**src/ssq_pkg.sv**
```systemverilog
package ssq_pkg;

  // =====================================================================
  // timing
  // =====================================================================
  // clock period and spacing between the release of two reset levels
  localparam int CLK_PERIOD_NS = 8;
  localparam int STAGE_TIME_NS = 64;
  // a least time, so round up; never below one cycle
  localparam int STAGE_CYC_RAW = (STAGE_TIME_NS + CLK_PERIOD_NS - 1) / CLK_PERIOD_NS;
  localparam int STAGE_CYCLES = (STAGE_CYC_RAW < 1) ? 1 : STAGE_CYC_RAW;
  localparam int STAGE_CNT_W = 4;
  localparam logic [STAGE_CNT_W-1:0] STAGE_LAST = STAGE_CNT_W'(STAGE_CYCLES - 1);

  // =====================================================================
  // brownout threshold selection, level 0 is the lowest voltage
  // =====================================================================
  typedef enum logic [1:0] {
    SSQ_THR_LOWEST = 2'h0,
    SSQ_THR_LVL1 = 2'h1,
    SSQ_THR_LVL2 = 2'h2,
    SSQ_THR_LVL3 = 2'h3
  } ssq_thr_t;
  localparam ssq_thr_t THR_RESET = SSQ_THR_LOWEST;

  // =====================================================================
  // sequencer states, gray coded along power-up path
  // =====================================================================
  typedef enum logic [2:0] {
    SSQ_S_POR = 3'h0,   // power-on reset hold
    SSQ_S_REF = 3'h1,   // reference and brownout monitor started
    SSQ_S_PMU = 3'h3,   // power management unit started, boot reset held
    SSQ_S_BOOT = 3'h2,  // boot reset released, system reset held
    SSQ_S_SYS = 3'h6,   // system reset released, processor reset held
    SSQ_S_RUN = 3'h7,   // all resets released
    SSQ_S_BOR = 3'h5    // brownout reset hold
  } ssq_state_t;

  // =====================================================================
  // reset levels, strongest first
  // =====================================================================
  typedef struct packed {
    logic por;
    logic bor;
    logic boot;
    logic sys;
    logic cpu;
  } ssq_levels_t;
  localparam ssq_levels_t LEVELS_ALL = 5'h1f;

  // software reset requests, one-cycle pulses
  typedef struct packed {
    logic boot;
    logic sys;
    logic cpu;
  } ssq_sw_req_t;

endpackage

```
**src/ssq_supply_reset_seq.sv**
```systemverilog
// Notes on behaviour
// - five reset levels: power-on down to processor
// - power-on rising releases, starts reference and monitor
// - lowest threshold rising continues boot, starts pmu
// - below lowest threshold holds brownout reset
// - higher threshold fall: interrupt, drop to lowest
// - threshold selection has four levels, zero lowest
// - startup always forces lowest threshold
// - rtc reset by boot, brownout, power-on only
`timescale 1ns/1ps
module ssq_supply_reset_seq (
  input wire logic clk_in,
  input wire logic rst_in,
  input wire logic por_above_in,
  input wire logic bor_above_in,
  input wire logic thr_wr_in,
  input wire ssq_pkg::ssq_thr_t thr_wr_val_in,
  input wire ssq_pkg::ssq_sw_req_t sw_req_in,
  output logic ref_enable_out,
  output logic bor_enable_out,
  output logic pmu_enable_out,
  output ssq_pkg::ssq_thr_t bor_thr_sel_out,
  output logic bor_irq_out,
  output ssq_pkg::ssq_levels_t resets_out,
  output logic rtc_reset_out
);

  // =====================================================================
  // state and registers
  // =====================================================================
  ssq_pkg::ssq_state_t state_q;
  ssq_pkg::ssq_state_t state_d;
  ssq_pkg::ssq_thr_t thr_q;
  ssq_pkg::ssq_thr_t thr_d;
  ssq_pkg::ssq_levels_t lvl_q;
  ssq_pkg::ssq_levels_t lvl_d;
  logic irq_q;
  logic ref_en_q;
  logic pmu_en_q;
  logic stage_done;

  // =====================================================================
  // decode of monitor inputs
  // =====================================================================
  wire in_run = (state_q == ssq_pkg::SSQ_S_RUN);
  wire at_lowest = (thr_q == ssq_pkg::SSQ_THR_LOWEST);
  // a fall seen while a higher level is selected is only a warning; not gated by run,
  // since a raised level can outlive run for one cycle and that fall must not be lost
  wire warn_fall = !at_lowest && !bor_above_in;
  // a fall at the lowest level is a real brownout
  wire lowest_brownout_threshold_fall = at_lowest && !bor_above_in;
  wire past_ref = (state_q != ssq_pkg::SSQ_S_POR) && (state_q != ssq_pkg::SSQ_S_REF)
                  && (state_q != ssq_pkg::SSQ_S_BOR);
  wire stage_start = (state_d != state_q);

  // =====================================================================
  // stage spacing between level releases
  // =====================================================================
  ssq_settle_timer u_timer (
    .clk_in(clk_in),
    .rst_in(rst_in),
    .start_in(stage_start),
    .done_out(stage_done)
  );

  // =====================================================================
  // next state
  // =====================================================================
  // power-on loss wins over everything, then brownout, then software
  always_comb begin
    state_d = state_q;
    if (!por_above_in) begin
      state_d = ssq_pkg::SSQ_S_POR;
    end else begin
      unique case (state_q)
        ssq_pkg::SSQ_S_POR: state_d = ssq_pkg::SSQ_S_REF;
        ssq_pkg::SSQ_S_REF, ssq_pkg::SSQ_S_BOR: begin
          if (at_lowest && bor_above_in) state_d = ssq_pkg::SSQ_S_PMU;
        end
        ssq_pkg::SSQ_S_PMU: begin
          if (lowest_brownout_threshold_fall) state_d = ssq_pkg::SSQ_S_BOR;
          else if (stage_done) state_d = ssq_pkg::SSQ_S_BOOT;
        end
        ssq_pkg::SSQ_S_BOOT: begin
          if (lowest_brownout_threshold_fall) state_d = ssq_pkg::SSQ_S_BOR;
          else if (sw_req_in.boot) state_d = ssq_pkg::SSQ_S_PMU;
          else if (stage_done) state_d = ssq_pkg::SSQ_S_SYS;
        end
        ssq_pkg::SSQ_S_SYS: begin
          if (lowest_brownout_threshold_fall) state_d = ssq_pkg::SSQ_S_BOR;
          else if (sw_req_in.boot) state_d = ssq_pkg::SSQ_S_PMU;
          else if (sw_req_in.sys) state_d = ssq_pkg::SSQ_S_BOOT;
          else if (stage_done) state_d = ssq_pkg::SSQ_S_RUN;
        end
        ssq_pkg::SSQ_S_RUN: begin
          if (lowest_brownout_threshold_fall) state_d = ssq_pkg::SSQ_S_BOR;
          else if (sw_req_in.boot) state_d = ssq_pkg::SSQ_S_PMU;
          else if (sw_req_in.sys) state_d = ssq_pkg::SSQ_S_BOOT;
          else if (sw_req_in.cpu) state_d = ssq_pkg::SSQ_S_SYS;
        end
        default: state_d = ssq_pkg::SSQ_S_POR;
      endcase
    end
  end

  // =====================================================================
  // reset levels, nested from the state about to be entered
  // =====================================================================
  assign lvl_d.por = (state_d == ssq_pkg::SSQ_S_POR);
  assign lvl_d.bor = lvl_d.por || (state_d == ssq_pkg::SSQ_S_REF)
                     || (state_d == ssq_pkg::SSQ_S_BOR);
  assign lvl_d.boot = lvl_d.bor || (state_d == ssq_pkg::SSQ_S_PMU);
  assign lvl_d.sys = lvl_d.boot || (state_d == ssq_pkg::SSQ_S_BOOT);
  assign lvl_d.cpu = lvl_d.sys || (state_d == ssq_pkg::SSQ_S_SYS);

  // =====================================================================
  // threshold selection
  // =====================================================================
  // outside run the selection is pinned low; a warning fall beats a write
  // in the same cycle so the drop to the lowest level is never lost
  assign thr_d = !in_run ? ssq_pkg::SSQ_THR_LOWEST :
                 warn_fall ? ssq_pkg::SSQ_THR_LOWEST :
                 thr_wr_in ? thr_wr_val_in : thr_q;

  // =====================================================================
  // registers
  // =====================================================================
  always_ff @(posedge clk_in or posedge rst_in) begin
    if (rst_in) begin
      state_q <= ssq_pkg::SSQ_S_POR;
      thr_q <= ssq_pkg::THR_RESET;
      lvl_q <= ssq_pkg::LEVELS_ALL;
      irq_q <= 1'b0;
      ref_en_q <= 1'b0;
      pmu_en_q <= 1'b0;
    end else begin
      state_q <= state_d;
      thr_q <= thr_d;
      lvl_q <= lvl_d;
      irq_q <= warn_fall;
      ref_en_q <= (state_d != ssq_pkg::SSQ_S_POR);
      pmu_en_q <= !lvl_d.bor;
    end
  end

  // reference and monitor share one enable; the monitor needs the reference
  assign ref_enable_out = ref_en_q;
  assign bor_enable_out = ref_en_q;
  assign pmu_enable_out = pmu_en_q;
  assign bor_thr_sel_out = thr_q;
  assign bor_irq_out = irq_q;
  assign resets_out = lvl_q;
  // the rtc survives system and processor resets
  assign rtc_reset_out = lvl_q.boot;
endmodule // ssq_supply_reset_seq

```
**src/ssq_settle_timer.sv**
```systemverilog
`timescale 1ns/1ps
module ssq_settle_timer (
  input wire logic clk_in,
  input wire logic rst_in,
  input wire logic start_in,
  output logic done_out
);

  // =====================================================================
  // stage timer
  // =====================================================================
  logic [ssq_pkg::STAGE_CNT_W-1:0] count_q;
  logic [ssq_pkg::STAGE_CNT_W-1:0] count_d;
  logic done_q;
  wire at_last = (count_q == ssq_pkg::STAGE_LAST);

  // restart on every state change, saturate at the last count
  assign count_d = start_in ? '0 : (at_last ? count_q : count_q + 1'b1);

  always_ff @(posedge clk_in or posedge rst_in) begin
    if (rst_in) begin
      count_q <= '0;
      done_q <= 1'b0;
    end else begin
      count_q <= count_d;
      done_q <= !start_in && (count_d == ssq_pkg::STAGE_LAST);
    end
  end

  assign done_out = done_q;

endmodule // ssq_settle_timer

```
**config.mk**
```make
export PLATFORM = sky130hd
export DESIGN_NAME = ssq_supply_reset_seq
export DESIGN_NICKNAME = d
export VERILOG_FILES = /design/src/ssq_pkg.sv /design/src/ssq_supply_reset_seq.sv /design/src/ssq_settle_timer.sv
export SDC_FILE = /design/constraint.sdc
export NUM_CORES = 1
export LEC_CHECK = 0
export CORE_MARGIN = 2
export CORE_UTILIZATION = 60
export DETAILED_ROUTE_END_ITERATION = 10
export DONT_BUFFER_PORTS = 1
export HOLD_SLACK_MARGIN = 0.12
export PLACE_DENSITY_LB_ADDON = 0.1
export REMOVE_ABC_BUFFERS = 1
export SLEW_MARGIN = 20
export SYNTH_ARGS = -nofsm -noshare
export SYNTH_HDL_FRONTEND = slang
export SYNTH_SLANG_ARGS = --single-unit
```
**constraint.sdc**
```tcl
create_clock -name clk_in -period 2.45 [get_ports clk_in]
set_input_delay 0.1225 -clock clk_in [delete_from_list [all_inputs] [get_ports clk_in]]
set_output_delay 0.1225 -clock clk_in [all_outputs]
set_load 0.05 [all_outputs]
```
==> results.ini <==
[route]
routed_via_density = 6.00
drtIter0Drc = 6
dr.pass1.iters = 4
wl_per_cell_um = 15.4
postRouteAntennaNets = 0
post-route-drc-count = 0
drt-total-wl_um = 1870
vias = 726

[worst_setup_path]
cp-start-kind = flip-flop
cp-end-kind = flip-flop
crit_end = u_timer.done_out
crit_type = reg2reg
r2r_cells = 5
worstPathCellList = or2_2, a21oi_2, and3_4, or4_4, nor3_1
r2r_start = state_q[0]
worstPathRequired_ns = 2.66
cpPeakStageDelay_ns = 0.60
r2r_end = u_timer.done_out
r2r_setup_slack_ns = 0.55
critPathLaunch = state_q[0]
cp.arrival_ns = 2.11
crit_path_top_delay_cell = dfrtp_1
critPathMaxFanout = 14

[cts]
clock_latency_ns = 0.29
cts.htree.levels = 1
clkSinkCount = 18
cts_resized = 0
post_cts_buffers = 0
cts.path.max_buffers = 2
cts_tree = built
clkTransAtPathRegs_ns = 0.11
root_buffer = clkbuf_4
cts_buffers = 3

[timing]
fmax_ghz = 0.525
fin_skew_ns = 0.00424
setup_violations = 0
slew_viol_final = 0
fin_setup_tns_ns = 0
rsz0062_at_grt = false
hold_viol = 0
setup_ws_ns = 0.547
fin_crit_sh_pct = 77.7
fin_crit_ns = 1.90
max_slew_margin_pct = 42.7
worst_pin_slew_ns = 0.861

[yosys]
synth.area.top_cells = dfrtp_1 (34%), dfstp_2 (14%), nor3_1 (3.7%)
synthCells = 97
yosysTopAreaCell = dfrtp_1
yosys_most_used_dff = dfrtp_1
yosysSeqAreaShare_pct = 47.7
yosysWarnings = 0
synthMostInstantiatedCell = dfrtp_1
synth-edff-count = 0
ys_types = 39
ys_ff_latch = 18
syn-cell-area_sq_um = 958
synth.avg_cell_area_sq_um = 9.88
async_flop_share_pct = 100
synth_top_area_share_pct = 33.9
synth_common_cells = dfrtp_1 (13), nor2_1 (8), nand2_1 (7), nor3_1 (7), inv_1 (6)

[grt]
antenna_found_initial = 0
grtUsageTotal_pct = 22.5
grt_pass1_vias = 692
grt_overflow = 0
grt_pass1_wl_um = 3130
grt_start_max_net_pins = 19

[floorplanning]
rows = 14
die_x_um = 44.0
die_h_um = 44.0
start_util_pct = 63.6
io_pins = 22
core-area_sq_mm = 0.00151
dieArea_sq_mm = 0.00193

[min_path]
min_path_type = in2reg

[placement]
port_buffers = 0
dp.cells = 110
dpl.hpwl_um = 1290
gp_congestion = 0.862
pre_cts_ws_ns = 0.615

[final_layout]
layout.nets = 117
drive_gt1_share_pct = 20.0
final-instance-count-excl-fill = 121
seq_area_sq_um = 457
multiInputGateArea_sq_um = 448
diodes = 0
fillerInstances = 125
area_growth_pct = 11.5

[power]
p_leak_nw = 0.450
vdd_drop_max_mv = 0.462
power.density_mw_per_mm2 = 576

[flow_run]
max-cap-violations = 0

[outcome]
status = completed

[report_power, final]
part | total [mW] | internal (mW) | switching (mW)
clock | 0.184 | 0.0906 | 0.0939
sequential | 0.357 | 0.314 | 0.0426
combinational | 0.0746 | 0.0385 | 0.0361
total | 0.616 | 0.443 | 0.173
[final cells by class]
type                            instances  share of cell area (%)
Tap cell                               16                    1.87
Sequential cell                        18                    42.7
Timing Repair Buffer                    9                    7.96
Clock buffer                            4                    3.40
Multi-Input combinational cell         68                    41.9
Inverter                                6                    2.11
[placed cells by master, fill, tap and decap left out, types with 2 or more instances in the layout]
master,instances
dfrtp_1,13
xnor2_1,2
a21boi_0,2
nand3b_1,2
o211ai_1,2
inv_1,6
nor3_1,7
o21ai_0,5
clkbuf_4,3
nor2_1,8
dlygate4sd3_1,7
dfstp_2,5
nand3_1,3
a21oi_1,4
nand2_1,7
mux2i_1,2
buf_4,2
nand2b_1,3
[stage by stage]
stage,util [%],power [mW],hold slack (ns),area [sq um]
after global routing,70.9,0.640,0.132,1070
after floorplan,-,0.413,0.0574,927
after CTS,70.9,0.616,0.121,1070
after detailed placement,63.9,0.428,0.137,962
after global placement,63.9,0.425,0.126,962
final,70.9,0.616,0.118,1070
[kinds of logic after synthesis]
logic type	after synthesis	share of synthesized area (%)
AOI/OAI and AO/OA	20	13.8
xor gates and xnor gates	2	1.83
muxes	3	3.26
adders and majority gates	2	2.48
buffers and inverters	11	5.61
and+or+nand+nor	41	25.3
DFF	18	47.7
[registers in the layout, summed over array words and instances, names as in the netlist]
| signal | count |
|---|---|
| u_timer.count_q | 4 |
| rtc_reset_out | 1 |
| pmu_enable_out | 1 |
| resets_out | 4 |
| bor_thr_sel_out | 2 |
| bor_enable_out | 1 |
| state_q | 3 |
| bor_irq_out | 1 |
| u_timer.done_out | 1 |
[routing by layer]
layer  vias to the layer above  share of wire [%]  global-route usage (%)
li1                        359                  -                       -
met1                       339                 42                    29.0
met2                        24                 50                    35.3
met3                         4                5.7                    5.00
met4                         0                1.3                    11.5
met5                         -                  0                       0
[repair_timing]
| action | 4_1_cts | 5_1_grt |
|---|---|---|
| hold buffers | 7 | 0 |
| endpoints found under the hold margin | 18 | 0 |
| setup endpoints to repair | 0 | 0 |
[critical path, delay by kind of cell, from the launching register on]
| family | cells | cell delay, ns |
|---|---|---|
| simple gates | 4 | 1.15 |
| flops | 1 | 0.60 |
| compound gates | 1 | 0.06 |
[worst min-delay path by stage]
stage                 startpoint            endpoint  depth (start not counted)
floorplan                 rst_in      bor_enable_out                          1
finish              bor_above_in  bor_thr_sel_out[0]                          2
global placement          rst_in      pmu_enable_out                          1
global route        bor_above_in  bor_thr_sel_out[1]                          2
detailed placement        rst_in      pmu_enable_out                          1
CTS                 bor_above_in  bor_thr_sel_out[0]                          2
(Power assumes the default switching activity.)
